<file path="src/bmdma_consts.svh">
`ifndef BMDMA_CONSTS_SVH
`define BMDMA_CONSTS_SVH
// ==========================================
// Port map
`define BMDMA_PORT_C0_ADDR  8'h90
`define BMDMA_PORT_C0_COUNT 8'h91
`define BMDMA_PORT_C1_ADDR  8'h92
`define BMDMA_PORT_C1_COUNT 8'h93
`define BMDMA_PORT_C2_ADDR  8'h94
`define BMDMA_PORT_C2_COUNT 8'h95
`define BMDMA_PORT_C3_ADDR  8'h96
`define BMDMA_PORT_C3_COUNT 8'h97
// Port field: register index in low three bits
`define BMDMA_IDX_MSB       2
`define BMDMA_BASE_MSB      7
`define BMDMA_BASE_LSB      3
`define BMDMA_PORT_BASE     5'h12
// Reset values
`define BMDMA_REG_RESET     16'h0000
`define BMDMA_CTRL_RESET    8'h00
// Control port: bit 0 starts a move, bit 1 picks program memory as source, bit 2 as destination
`define BMDMA_PORT_CTRL     8'h98
`define BMDMA_CTRL_GO_BIT   0
`define BMDMA_CTRL_SRC_LSB  1
`define BMDMA_CTRL_DST_LSB  2
`endif

</file>
<file path="src/bmdma_pkg.sv">
package bmdma_pkg;
  typedef enum logic [1:0] {
    BMDMA_IDLE  = 2'b00,
    BMDMA_READ  = 2'b01,
    BMDMA_WRITE = 2'b10
  } bmdma_state_e;
  typedef logic [15:0] bmdma_word_t;
endpackage

</file>
<file path="src/bmdma_regfile.sv">
`include "bmdma_consts.svh"
// ==========================================
// Channel register store: eight 16-bit words, registered read
module bmdma_regfile #(
  parameter int unsigned NREG = 8
) (
  // Clock and reset
  input  wire logic                 clk,
  input  wire logic                 rstn,
  // Write side
  input  wire logic                 wr_en,
  input  wire logic                 wr_hi,
  input  wire logic [2:0]           wr_idx,
  input  wire logic [7:0]           wr_byte,
  // Read side
  input  wire logic [2:0]           rd_idx,
  output      bmdma_pkg::bmdma_word_t rd_word,
  // Whole store, seeds a move
  output      bmdma_pkg::bmdma_word_t [NREG-1:0] all_words
);
  import bmdma_pkg::*;
  typedef struct packed {
    bmdma_word_t [NREG-1:0] mem;
    bmdma_word_t            rd;
  } bmdma_rf_s;
  bmdma_rf_s st_r;
  bmdma_rf_s st_nxt;

  // Byte-lane write and registered read
  always_comb begin
    st_nxt = st_r;
    if (wr_en) begin
      if (wr_hi) begin
        st_nxt.mem[wr_idx][15:8] = wr_byte;
      end else begin
        st_nxt.mem[wr_idx][7:0] = wr_byte;
      end
    end
    st_nxt.rd = st_nxt.mem[rd_idx];
  end

  // State register
  always_ff @(posedge clk or negedge rstn) begin
    if (!rstn) begin
      st_r <= '0;
    end else begin
      st_r <= st_nxt;
    end
  end

  // Read port and whole-store view, both from flops
  assign rd_word   = st_r.rd;
  assign all_words = st_r.mem;
endmodule // bmdma_regfile

</file>
<file path="src/bmdma_top.sv">
// Function
// RL1: four channels, each a 16-bit transfer address and terminal count
// RL2: every channel register individually writable and reads back last value
// RL3: a 16-bit load takes two byte writes to one port
// RL4: byte toggle: first access low byte, second high; reset clears it
// RL5: channel registers decode at ports 90 to 97 in order
// RL6: fourth channel pair unused by system, still present at 96 and 97
// RL7: memory-to-memory block move between system and program memory
// RL8: destination equals source byte for byte, source untouched
`include "bmdma_consts.svh"
module bmdma_top (
  // Clock and reset
  input  wire logic        clk,
  input  wire logic        rstn,
  // I/O port bus
  input  wire logic        io_wr,
  input  wire logic        io_rd,
  input  wire logic [7:0]  io_port,
  input  wire logic [7:0]  io_wdata,
  output      logic [7:0]  io_rdata,
  output      logic        io_rvalid,
  // Memory master
  output      logic        mem_rd,
  output      logic        mem_wr,
  output      logic        mem_prog,
  output      logic [15:0] mem_addr,
  output      logic [7:0]  mem_wdata,
  input  wire logic [7:0]  mem_rdata,
  input  wire logic        mem_ack,
  // Status
  output      logic        busy
);
  import bmdma_pkg::*;

  // ==========================================
  // State
  typedef struct packed {
    // Port bus side: byte pointer and read return
    logic         ptr_hi;
    logic         rd_pend;
    logic         rd_hi;
    logic [7:0]   rdata;
    logic         rvalid;
    // Move engine side
    bmdma_state_e fsm;
    logic         src_prog;
    logic         dst_prog;
    bmdma_word_t  src;
    bmdma_word_t  dst;
    bmdma_word_t  left;
    logic         mrd;
    logic         mwr;
    logic         mprog;
    bmdma_word_t  maddr;
    logic [7:0]   mwdata;
    logic         busy;
  } bmdma_top_s;
  bmdma_top_s st_r;
  bmdma_top_s st_nxt;

  // Channel register file port values
  logic              rf_wr;
  logic [2:0]        rf_widx;
  logic [2:0]        rf_ridx;
  bmdma_word_t       rf_rword;
  bmdma_word_t [7:0] rf_words;
  logic              sel_chan;
  logic              sel_ctrl;
  logic              chan_ok;
  logic              last_byte;

  // Store slots that seed a move: channel 0 address, channel 1 address, channel 2 count
  localparam logic [2:0] SLOT_SRC = 3'h0;
  localparam logic [2:0] SLOT_DST = 3'h2;
  localparam logic [2:0] SLOT_LEN = 3'h5;

  // ==========================================
  // Port decode and arithmetic helpers
  function automatic logic is_chan(input logic [7:0] p);
    return p[`BMDMA_BASE_MSB:`BMDMA_BASE_LSB] == `BMDMA_PORT_BASE;
  endfunction

  // Next byte address, wraps at the top of memory
  function automatic bmdma_word_t step(input bmdma_word_t a);
    return a + 16'h0001;
  endfunction

  // Remaining length, one byte less
  function automatic bmdma_word_t less_one(input bmdma_word_t n);
    return n - 16'h0001;
  endfunction

  // Byte lane picked by the pointer
  function automatic logic [7:0] lane(input bmdma_word_t w, input logic hi);
    return hi ? w[15:8] : w[7:0];
  endfunction

  // RL5: port decode
  assign sel_chan  = is_chan(io_port);
  assign sel_ctrl  = io_port == `BMDMA_PORT_CTRL;
  // Channel access, refused while a move runs
  assign chan_ok   = sel_chan && !st_r.busy;
  // Final byte of the move is being written
  assign last_byte = st_r.left == 16'h0001;
  // RL3: byte writes to register
  assign rf_wr     = io_wr && chan_ok;
  assign rf_widx   = io_port[`BMDMA_IDX_MSB:0];
  assign rf_ridx   = st_r.busy ? 3'h0 : io_port[`BMDMA_IDX_MSB:0];

  // ==========================================
  // Channel register store
  // RL1: eight register store
  bmdma_regfile #(.NREG(8)) u_rf (
    .clk       (clk),
    .rstn      (rstn),
    .wr_en     (rf_wr),
    .wr_hi     (st_r.ptr_hi),
    .wr_idx    (rf_widx),
    .wr_byte   (io_wdata),
    .rd_idx    (rf_ridx),
    .rd_word   (rf_rword),
    .all_words (rf_words)
  );

  // ==========================================
  // Next state
  always_comb begin
    // Pulses drop unless set below
    st_nxt         = st_r;
    st_nxt.rvalid  = 1'b0;
    st_nxt.rd_pend = 1'b0;
    // RL4: toggle on each channel access
    if ((io_wr || io_rd) && chan_ok) begin
      st_nxt.ptr_hi = !st_r.ptr_hi;
    end
    // RL2: read back selected byte
    if (io_rd && chan_ok) begin
      st_nxt.rd_pend = 1'b1;
      st_nxt.rd_hi   = st_r.ptr_hi;
    end
    // Control port read returns busy in bit 0
    if (io_rd && sel_ctrl) begin
      st_nxt.rdata  = {7'h00, st_r.busy};
      st_nxt.rvalid = 1'b1;
    end
    // Stored word arrives one cycle after the access
    if (st_r.rd_pend) begin
      st_nxt.rdata  = lane(rf_rword, st_r.rd_hi);
      st_nxt.rvalid = 1'b1;
    end
    unique case (st_r.fsm)
      BMDMA_IDLE: begin
        // RL7: start move; channel 0 source, 1 dest, 2 count
        // Pointer restarts low so the next channel access is a low byte
        if (io_wr && sel_ctrl && io_wdata[`BMDMA_CTRL_GO_BIT]) begin
          st_nxt.fsm      = BMDMA_READ;
          st_nxt.busy     = 1'b1;
          st_nxt.src_prog = io_wdata[`BMDMA_CTRL_SRC_LSB];
          st_nxt.dst_prog = io_wdata[`BMDMA_CTRL_DST_LSB];
          st_nxt.src      = rf_words[SLOT_SRC];
          st_nxt.dst      = rf_words[SLOT_DST];
          st_nxt.left     = rf_words[SLOT_LEN];
          st_nxt.mrd      = 1'b1;
          st_nxt.mprog    = io_wdata[`BMDMA_CTRL_SRC_LSB];
          st_nxt.maddr    = rf_words[SLOT_SRC];
          st_nxt.ptr_hi   = 1'b0;
        end
      end
      BMDMA_READ: begin
        // RL8: read source only, byte goes out on the write unchanged
        if (mem_ack) begin
          st_nxt.mrd    = 1'b0;
          st_nxt.mwr    = 1'b1;
          st_nxt.mprog  = st_r.dst_prog;
          st_nxt.maddr  = st_r.dst;
          st_nxt.mwdata = mem_rdata;
          st_nxt.fsm    = BMDMA_WRITE;
        end
      end
      BMDMA_WRITE: begin
        // RL8: in-order copy, count down
        if (mem_ack) begin
          st_nxt.mwr  = 1'b0;
          st_nxt.src  = step(st_r.src);
          st_nxt.dst  = step(st_r.dst);
          st_nxt.left = less_one(st_r.left);
          // Last byte ends the move, else fetch the next source byte
          if (last_byte) begin
            st_nxt.fsm  = BMDMA_IDLE;
            st_nxt.busy = 1'b0;
          end else begin
            st_nxt.fsm   = BMDMA_READ;
            st_nxt.mrd   = 1'b1;
            st_nxt.mprog = st_r.src_prog;
            st_nxt.maddr = step(st_r.src);
          end
        end
      end
      default: begin
        // Unused state code: park idle
        st_nxt.fsm  = BMDMA_IDLE;
        st_nxt.busy = 1'b0;
        st_nxt.mrd  = 1'b0;
        st_nxt.mwr  = 1'b0;
      end
    endcase
  end

  // ==========================================
  // State register
  always_ff @(posedge clk or negedge rstn) begin
    if (!rstn) begin
      st_r <= '0;
    end else begin
      st_r <= st_nxt;
    end
  end

  // ==========================================
  // Outputs from flops
  assign io_rdata  = st_r.rdata;
  assign io_rvalid = st_r.rvalid;
  assign mem_rd    = st_r.mrd;
  assign mem_wr    = st_r.mwr;
  assign mem_prog  = st_r.mprog;
  assign mem_addr  = st_r.maddr;
  assign mem_wdata = st_r.mwdata;
  assign busy      = st_r.busy;
endmodule // bmdma_top

</file>
<file path="config.mk">
export PLATFORM = sky130hd
export DESIGN_NAME = bmdma_top
export DESIGN_NICKNAME = d
export VERILOG_FILES = /design/src/bmdma_pkg.sv /design/src/bmdma_regfile.sv /design/src/bmdma_top.sv
export VERILOG_INCLUDE_DIRS = /design/src
export SDC_FILE = /design/constraint.sdc
export NUM_CORES = 1
export LEC_CHECK = 0
export BUFFER_PORTS_ARGS = -buffer_cell sky130_fd_sc_hd__buf_2
export CAP_MARGIN = 10
export CORE_MARGIN = 5
export CORE_UTILIZATION = 45
export DETAILED_ROUTE_END_ITERATION = 8
export SYNTH_ARGS = -nofsm -noshare
export SYNTH_HDL_FRONTEND = slang
export SYNTH_SLANG_ARGS = --single-unit
</file>
<file path="constraint.sdc">
create_clock -name clk -period 4.5 [get_ports clk]
set_input_delay 0.675 -clock clk [delete_from_list [all_inputs] [get_ports clk]]
set_output_delay 0.675 -clock clk [all_outputs]
set_load 0.05 [all_outputs]
</file>
==> summary.txt, run 1 <==
Critical path
  – Worst path required time: 4910 ps
  – R2R Path End: st_r[51]$_DFFE_PN0P_
  – Critical-path maximum fanout: 59
  – Critical path launch point type: flip-flop
  – Crit path to: st_r[51]$_DFFE_PN0P_
  – R2r startpoint: st_r[78]$_DFFE_PN0P_
  – Arr. time, crit path: 3840 ps
  – Critical path class: flip-flop to flip-flop
  – R2R setup slack: 1070 ps
  – CP startpoint: st_r[78]$_DFFE_PN0P_
  – Worst Setup End Kind: flip-flop
  – Worst Reg-to-Reg Cells: 9

Clock network
  – Hold buffer count at cts: 0
  – CTS sink count: 236
  – Worst-Skew Late Latency: 530 ps
  – Post-cts gate resize count: 0
  – Post CTS Setup Buffer Count: 0
  – CTS tree: yes
  – Num CTS Buffers: 26
  – H-tree depth: 1
  – Root Driver: clkbuf_16
  – Clock buffer depth: 3
  – Reg clk slew, reported paths: 70 ps

GRT
  – Initial antenna violation count: 0
  – First-pass GRT wire length: 56.1 mm
  – Gr usage total: 22.7%
  – Number of global-route vias before repair: 9,479
  – Congestion Overflow GR: 0
  – Largest net degree at the start of global routing: 113

Power
  – Leakage: 0.00632 uW
  – Clock Power Share: 28.7%
  – Logic gate share of total power: 32.6%
  – Power share of the sequential group: 38.8%
  – Net switching power: 2780 uW
  – Power Dens Cells: 522 mW/mm^2
  – Switch share: 38.8%
  – VDD IR max: 0.000323 V
  – P_int: 4380 uW

Yosys
  – Syn_area_per_cell: 9.72 sq um
  – Post-synthesis cell count: 1,291
  – Distinct cells, synth: 67
  – Post-Syn Nets: 1,329
  – Async SR Flop Fraction: 100%
  – Post-synth EDFFs: 0
  – Most used DFF post-synth: dfrtp_1
  – Mapped Area: 0.0126 sq mm
  – Seq/Total Area, Yosys: 47.0%
  – Synth Register Bits: 236
  – Synth warn: 0

STA
  – Final Hold Vio Count: 0
  – Slew HR: 27.7%
  – Tcrit/Tclk final: 76.3%
  – Max Clock Skew: 14.0 ps
  – Setup Total Neg Slack: 0 ps
  – Fin crit period: 3430 ps
  – Final Max Tran Viols: 0
  – Worst-Margin Slew: 1080 ps
  – RSZ-0062 raised after global routing: no
  – # setup viols final: 0
  – Max Fclk: 291 MHz
  – Slack of the critical path: 1070 ps

Floorplan
  – Io pins: 66
  – Total Die Area: 0.0313 sq mm
  – Die X: 177 um
  – Initial core utilization: 45.4%
  – Core footprint: 0.0276 sq mm
  – Die height: 177 um
  – Rows: 61

Detailed routing
  – Mean routed wirelength per cell: 21.6 um
  – DRC: 0
  – Routed length on met1: 16.2 mm
  – Antenna violation net count after detailed routing: 0
  – Routed length on met3: 2.66 mm
  – First drt pass iteration count: 8
  – Detailed-route vias per instance: 5.97
  – Top Metal Used: met4
  – DRT iter0 DRCs: 946
  – Met2 wire length: 16.3 mm
  – Wirelength, routed: 36.1 mm
  – Vias: 9,960

Placed design
  – Port Buffers: 65
  – Pre-CTS WS: 1050 ps
  – Final GP Congestion: 0.940
  – Post-detail-place hpwl: 24.5 mm

Finish
  – Antenna cell count: 0
  – Most frequent cells in the layout: dfrtp_1, nand2_1, mux2_2
  – Final #Nets: 1,310
  – Area growth syn-to-layout: 9.26%
  – Layout cells sized above 1: 21.5%
  – Commonest non-fill, non-tap cell in the layout: dfrtp_1

Outcome
  – Status: completed

Hold path
  – Hold Path Class: primary input to async pin

Flow run
  – Max cap viols: 0
## per-layer routing
layer / track usage [%] / vias up
li1: - / 4605
met5: 0 / -
met4: 5.90 / 0
met3: 4.10 / 61
met2: 35.4 / 382
met1: 32.9 / 4912
## area by class of cell
cell class | instances | area (sq um)
clock buffers | 37 | 773
clock inverters | 10 | 56.3
inverters | 18 | 67.6
fillers | 2536 | 13900
repair buffers | 82 | 488
flip-flops and latches | 236 | 5910
multi-input cells | 908 | 5950
well taps | 378 | 473
## per-stage QoR
step	total power (uW)	area, sq um	hold WS (ps)	utilization (%)	cells
floorplan	4630	12600	379	-	1291
global placement	5090	12900	455	46.6	1622
detailed placement	5130	12900	459	46.6	1622
CTS	7200	13700	279	49.6	1669
global route	7550	13700	299	49.6	1669
finish	7160	13700	214	49.6	1669
## critical path: stages (launching register included)
cell and delay (ps):
dfrtp_1 450, inv_1 130, ha_1 460, clkinv_1 160, nor2_1 330, a211o_2 830
buf_4 410, nor3_1 80, a21o_1 160, a221o_1 280
## cell families (layout without fill, tap and decap cells)
family,count (synthesis),after routing,synth area share [%]
simple gates,412,412,15.7
compound gates,311,311,15.4
flops,236,236,47.0
xor+xnor,8,8,0.558
mux,168,168,14.7
fa+ha+maj,9,9,0.897
buf+inv,147,147,5.69
## power by group through the flow
stage,sequential (uW),combinational (uW),clock [uW]
2_1_floorplan,2730,1900,0
3_3_place_gp,2790,2300,0
3_5_place_dp,2810,2330,0
4_1_cts,2770,2330,2100
5_1_grt,2820,2560,2180
6_report,2780,2330,2050
## Yosys cell counts, drive strengths merged, types with 5 or more instances
master	n	area, sq um
inv	16	60.1
nor2	98	373
dfrtp	236	5910
ha	9	113
a211oi	14	105
a21oi	96	480
o22ai	17	106
a221oi	13	114
nand3	54	270
or3	10	62.6
buf	59	383
nand2	133	499
o31ai	5	37.5
mux2i	39	390
a21o	8	60.1
nor3	40	216
o21a	5	37.5
nand4	17	119
xnor2	5	43.8
and2	5	31.3
a22oi	6	45.0
mux2	129	1450
o211ai	12	100
nor4	8	56.3
clkbuf	70	264
o21ai	88	440
nand2b	6	37.5
a22o	7	61.3
and3	18	113
nor2b	5	31.3
a31oi	8	50.1
## sequential cells by signal (all words and copies together) (netlist names), 8 cells and up
name            flops
u_rf.all_words    128
st_r               55
mem_addr           16
u_rf.rd_word       16
io_rdata            8
mem_wdata           8
## how the worst min path moves through the flow
stage / start / to / slack (ps) / cells after the start
finish: rstn / u_rf.all_words[50]$_DFF_PN0_ / 210 / 1
global route: rstn / u_rf.all_words[50]$_DFF_PN0_ / 300 / 1
CTS: rstn / u_rf.all_words[50]$_DFF_PN0_ / 280 / 1
detailed placement: u_rf.all_words[27]$_DFF_PN0_ / u_rf.all_words[27]$_DFF_PN0_ / 460 / 2
global placement: u_rf.all_words[30]$_DFF_PN0_ / u_rf.all_words[30]$_DFF_PN0_ / 460 / 1
floorplan: rstn / busy$_DFFE_PN0P_ / 380 / 0
Power figures use the tool's default switching activity.
==> run 2, diff against run 1 <==
ABC_AREA = 1   (was unset)
clock period = 3.3 ns   (was 4.5 ns; I/O delays follow)
==> run 2 against run 1 <==
Compared with the run above:
- clock skew grew 7.8 ps
- via count grew 24%
- register-to-register slack lost 390 ps
- synthesized cell count grew 48%
- combinational power grew 79%
- power grew 56%
- worst setup slack lost 390 ps
- non-clock buffer count grew 24
- clock power grew 61%
- die area grew 5.7%
- largest cell class unchanged
==> summary.txt, run 2 <==
Outcome
  – Status: completed

Critical path
  – R2r startpoint: st_r[91]$_DFF_PN0_
  – Most used cell, CP: nand2_1
  – Arr. time, crit path: 3100 ps
  – Max stage delay cell, worst path: dfrtp_1
  – Max incr delay on CP: 660 ps
  – Worst path required time: 3770 ps
  – Worst Setup End Kind: flip-flop
  – Worst Reg-to-Reg Cells: 10
  – Critical path class: flip-flop to flip-flop
  – R2R Path End: u_rf.rd_word[13]$_DFF_PN0_
  – R2R setup slack: 680 ps
  – CP Cell Sequence: inv_2, nor2_2, nand3_1, nand2_1, nand3_1, nand2_1, nand2_1, nand2_1, nand2_1, nand2_1
  – Critical-path maximum fanout: 11
  – Critical path launch point type: flip-flop

Detailed routing
  – DRT iter0 DRCs: 1,271
  – Wirelength, routed: 42.1 mm
  – First drt pass iteration count: 5
  – Antenna violation net count after detailed routing: 0
  – Mean routed wirelength per cell: 17.9 um
  – Detailed-route vias per instance: 5.24
  – DRC: 0
  – Vias: 12,300

Yosys
  – Post-synth EDFFs: 0
  – Synth warn: 0
  – Most used DFF post-synth: dfrtp_1
  – Async SR Flop Fraction: 100%
  – Distinct cells, synth: 32
  – Mapped Area: 0.0133 sq mm
  – Synth Register Bits: 236
  – Syn_area_per_cell: 6.98 sq um
  – Seq/Total Area, Yosys: 44.4%
  – Commonest cells post-synth: nand2_1, nand3_1, dfrtp_1, inv_1, o21ai_0
  – Proportion of netlist area held by the largest area contributor: 44.4%
  – Synth area leader: dfrtp_1
  – Post-Syn Nets: 1,945
  – Synth top area cells: dfrtp_1, nand2_1, nand3_1
  – Top-count cell post-synth: nand2_1
  – Post-synthesis cell count: 1,907

Finish
  – Antenna cell count: 0
  – FILL cells: 2,964
  – Layout cells sized above 1: 8.78%
  – Commonest non-fill, non-tap cell in the layout: nand2_1
  – Max reg flops: 128
  – Final #Nets: 1,977
  – Register Area: 0.00591 sq mm
  – Final instance area: 0.0149 sq mm
  – Area of the multi-input gates: 0.00599 sq mm
  – Most frequent cells in the layout: nand2_1, nand3_1, dfrtp_1
  – Area growth syn-to-layout: 12.3%
  – Final core occ: 50.8%

STA
  – Final Max Tran Viols: 0
  – RSZ-0062 raised after global routing: no
  – Slew HR: 26.4%
  – Tcrit/Tclk final: 79.4%
  – Worst-Margin Slew: 1100 ps
  – Max Clock Skew: 21.7 ps
  – # setup viols final: 0
  – Setup Total Neg Slack: 0 ps
  – Final Hold Vio Count: 0
  – Max Fclk: 382 MHz
  – Fin crit period: 2620 ps

Floorplan
  – Initial core utilization: 45.3%
  – Total Die Area: 0.0331 sq mm
  – Core footprint: 0.0294 sq mm
  – Rows: 63
  – Io pins: 66
  – Die height: 182 um
  – Die X: 182 um

GRT
  – First-pass GRT wire length: 66.6 mm
  – Met1 Use GR: 36.7%
  – GRT Max-Usage Layer: met2
  – Met2 Use GR: 39.4%
  – Congestion Overflow GR: 0
  – Initial antenna violation count: 0
  – Gr usage total: 25.1%
  – Number of global-route vias before repair: 11,600
  – Global-route met3 utilization: 2.64%
  – Largest net degree at the start of global routing: 86

Clock network
  – Reg clk slew, reported paths: 60 ps
  – Worst-Skew Late Latency: 560 ps
  – Post-cts gate resize count: 0
  – CTS tree: yes
  – Root Driver: clkbuf_16
  – Clock buffer depth: 3
  – H-tree depth: 1
  – CTS sink count: 236
  – Num CTS Buffers: 27

Power
  – Clock Power Share: 29.6%
  – Logic gate share of total power: 37.4%
  – Switch share: 42.0%
  – P_int: 6470 uW
  – Power share of the sequential group: 33.0%
  – VDD IR max: 0.000377 V
  – Leakage: 0.00793 uW
  – Final total power: 11,100 uW
  – Power Dens Cells: 746 mW/mm^2
  – Net switching power: 4680 uW

Hold path
  – Hold Path Class: primary input to flip-flop
  – Min-delay src: mem_rdata[0]
  – Hold path depth: 3
  – Hold worst-path end: mem_wdata[0]$_DFFE_PN0P_

Placed design
  – Dpl cell area: 0.0140 sq mm
  – Post-detail-place hpwl: 29.8 mm
  – Port Buffers: 65
  – Final GP Congestion: 0.932

Flow run
  – Max cap viols: 0
-- run 2: cell families (layout without fill, tap and decap cells) --
group / count (synthesis) / count (layout) / share of synthesized area [%]
AO/OA/AOI/OAI: 141 / 141 / 5.72
flip-flops: 236 / 236 / 44.4
adder cells (fa/ha/maj): 9 / 9 / 0.846
buffers and inverters: 337 / 389 / 10.7
XOR/XNOR: 8 / 8 / 0.526
AND/OR/NAND/NOR: 1176 / 1176 / 37.8
-- run 2: worst max path at each step --
stage	from	end	slack [ps]	depth (start not counted)
final	st_r[91]$_DFF_PN0_	u_rf.rd_word[13]$_DFF_PN0_	680	10
after detailed placement	io_port[0]	st_r[31]$_DFFE_PN0P_	540	11
after global routing	st_r[91]$_DFF_PN0_	u_rf.rd_word[8]$_DFF_PN0_	490	10
after floorplan	busy$_DFFE_PN0P_	u_rf.rd_word[3]$_DFF_PN0_	1380	12
after CTS	st_r[91]$_DFF_PN0_	u_rf.rd_word[13]$_DFF_PN0_	670	10
after global placement	io_port[0]	st_r[35]$_DFFE_PN0P_	600	11
-- run 2: critical path, delay by kind of cell (launching register included) --
kind                   cells  cell delay (ps)
and+or+nand+nor            9             1630
DFF                        1              660
buffers and inverters      1              240
-- run 2: area by class of cell --
class                      count  area share (%)
inverter                     234            5.88
timing repair buffer         106            4.74
clock inverter                12            1.36
multi-input combinational   1334            40.1
sequential                   236            39.5
clock buffer                  37            5.17
tap                          390            3.26
-- run 2: what timing repair did --
item / CTS / global route
setup buffers: 0 / 0
endpoints found under the hold margin: 60 / 0
setup endpoints to repair: 0 / 0
hold buffers: 1 / 0
-- run 2: stage by stage --
step / instances / worst slack (ps) / hold WS (ps)
after floorplan: 1907 / 1380 / 199
after global placement: 2299 / 598 / 447
after detailed placement: 2299 / 535 / 456
after CTS: 2349 / 673 / 110
after global routing: 2349 / 493 / 119
final: 2349 / 679 / 127
-- run 2: routing by layer --
layer | vias up | routed length (um)
met3 | 73 | 2400
met4 | 0 | 1450
li1 | 6042 | -
met1 | 5777 | 19200
met5 | - | 0
met2 | 427 | 19100
-- run 2: power groups by stage --
stage,Sequential (uW),Clock (uW),Combinational [uW]
floorplan,3640,0,3100
global placement,3720,0,4120
detailed placement,3720,0,4140
CTS,3670,3330,4150
global route,3710,3480,4590
finish,3680,3300,4170
==> run 3, diff against run 2 <==
clock period = 2.38 ns   (was 3.3 ns; I/O delays follow)
==> run 3 against run 2 <==
Compared with the run above:
- global-route usage grew 0.64 points
- cell area increased by 1.4%
- maximum frequency increased by 18%
- first-iteration DRC count grew 4.6%
- sequential power increased by 37%
- sequential share of layout area shrank 0.54 points
- clock skew is 14 ps lower
- flip-flop and latch count is the same
- power up 35%
- largest cell class unchanged
==> summary.txt, run 3 (same netlist as run 2, synthesis figures left out) <==
STA
  – Tcrit/Tclk final: 93.2%
  – Final hold slack: 21.7 ps
  – Max Fclk: 451 MHz
  – Worst-Margin Slew: 727 ps
  – RSZ-0062 raised after global routing: no
  – Slew HR: 51.5%
  – Setup Total Neg Slack: 0 ps
  – Final Max Tran Viols: 0
  – Final Hold Vio Count: 0
  – # setup viols final: 0
  – Max Clock Skew: 8.08 ps
  – Fin crit period: 2220 ps

Clock network
  – CTS sink count: 236
  – Num CTS Buffers: 27
  – Worst-Skew Late Latency: 540 ps
  – Post-cts gate resize count: 0
  – H-tree depth: 1
  – Reg clk slew, reported paths: 60 ps
  – Root Driver: clkbuf_16
  – CTS tree: yes
  – Clock buffer depth: 3

Floorplan
  – Die X: 182 um
  – Initial core utilization: 45.3%
  – Core footprint: 0.0294 sq mm
  – Total Die Area: 0.0331 sq mm
  – Io pins: 66
  – Die height: 182 um
  – Rows: 63

Detailed routing
  – Wirelength, routed: 42.8 mm
  – Mean routed wirelength per cell: 18.0 um
  – Antenna violation net count after detailed routing: 0
  – First drt pass iteration count: 5
  – DRC: 0
  – Detailed-route vias per instance: 5.22
  – Vias: 12,400
  – DRT iter0 DRCs: 1,330

Critical path
  – R2r startpoint: st_r[91]$_DFF_PN0_
  – Critical-path maximum fanout: 10
  – Crit path buffers/inverters: 1
  – Max stage delay cell, worst path: nor2_2
  – Worst path required time: 2850 ps
  – Critical path class: flip-flop to flip-flop
  – CP startpoint: st_r[91]$_DFF_PN0_
  – Max incr delay on CP: 410 ps
  – Most used cell, CP: nand2_1
  – Arr. time, crit path: 2690 ps
  – Critical path's top delay family: simple AND/OR/NAND/NOR gates
  – Worst Setup End Kind: flip-flop
  – Critical path launch point type: flip-flop
  – CP Cell Sequence: buf_4, nor2_2, nand3_1, nand2_1, nand2_1, nand2_1, nand3_1, nand2_1, nand2_1, nand2_1
  – R2R setup slack: 160 ps

GRT
  – Largest net degree at the start of global routing: 65
  – Congestion Overflow GR: 0
  – Initial antenna violation count: 1
  – Gr usage total: 25.8%
  – First-pass GRT wire length: 67.9 mm
  – GRT Max-Usage Layer: met2
  – Met1 Use GR: 37.7%
  – Number of global-route vias before repair: 11,900
  – Met2 Use GR: 40.0%
  – Global-route met3 utilization: 2.90%

Finish
  – Final core occ: 51.5%
  – Layout cells sized above 1: 10.1%
  – Max reg flops: 128
  – Area growth syn-to-layout: 13.9%
  – Commonest non-fill, non-tap cell in the layout: nand2_1
  – Antenna cell count: 0
  – Most frequent cells in the layout: nand2_1, nand3_1, dfrtp_1
  – Final #Nets: 2,014

Placed design
  – Post-detail-place hpwl: 31.1 mm
  – Port Buffers: 65
  – Final GP Congestion: 0.949

Flow run
  – Max cap viols: 0

Hold path
  – Min-delay src: mem_rdata[0]
  – Hold Path Class: primary input to flip-flop

Outcome
  – Status: completed

Power
  – Power Dens Cells: 991 mW/mm^2
  – Leakage: 0.00806 uW
  – VDD IR max: 0.000594 V
[run 3: changes by cell type in the layout (fill, tap and decap cells not counted), sizes merged]
cell         change
clkbuf           +3
clkinvlp         +1
clkinv           -2
bufinv           -5
dlygate4sd3      +3
buf             +34
inv              -1
[run 3: metrics by stage]
step	std cells	setup slack (ps)	instance area, sq um	total power (uW)
after floorplan	1907	456	13300	9350
after global placement	2333	21.5	14300	11000
after detailed placement	2333	11.4	14300	11100
after CTS	2382	196	15200	15100
after global routing	2382	32.5	15200	15900
final	2382	161	15200	15000
[run 3: layout make-up]
type | count | area [sq um]
Tap cell | 390 | 488
Fill cell | 2913 | 14200
Inverter | 234 | 878
Clock inverter | 5 | 30.0
Timing Repair Buffer | 143 | 1060
Sequential cell | 236 | 5910
Clock buffer | 40 | 805
Multi-Input combinational cell | 1334 | 5990
[run 3: timing repair]
item	4_1_cts	5_1_grt
hold buffers	4	0
hold endpoints to repair	58	0
setup buffers	0	0
[run 3: worst register-to-register path: stages (launching register included)]
cell and delay, ps:
dfrtp_1 380, buf_4 190, nor2_2 410, nand3_1 400
nand2_1 160, nand2_1 90, nand2_1 90, nand3_1 110
nand2_1 110, nand2_1 110, nand2_1 90
[run 3: layer usage]
layer | part of all wire, % | routed length, um
met5 | 0 | 0
met1 | 45 | 19400
met4 | 3.9 | 1680
met3 | 6.3 | 2670
met2 | 45 | 19100
[run 3: report_power, final]
group | switching [uW] | internal [uW]
Sequential | 416 | 4630
Clock | 1660 | 2310
Combinational | 4320 | 1690
Total | 6400 | 8620
[run 3: path summary, 6_finish.rpt]
| path | cells after the start | endpoint |
|---|---|---|
| min | 3 | mem_wdata[0]$_DFFE_PN0P_ |
| min reg2reg | 2 | mem_addr[0]$_DFFE_PN0P_ |
| max reg2reg | 10 | u_rf.rd_word[5]$_DFF_PN0_ |
| max in group asynchronous | 3 | u_rf.all_words[0]$_DFF_PN0_ |
| max | 10 | u_rf.rd_word[5]$_DFF_PN0_ |
| min in group asynchronous | 2 | st_r[34]$_DFFE_PN0P_ |
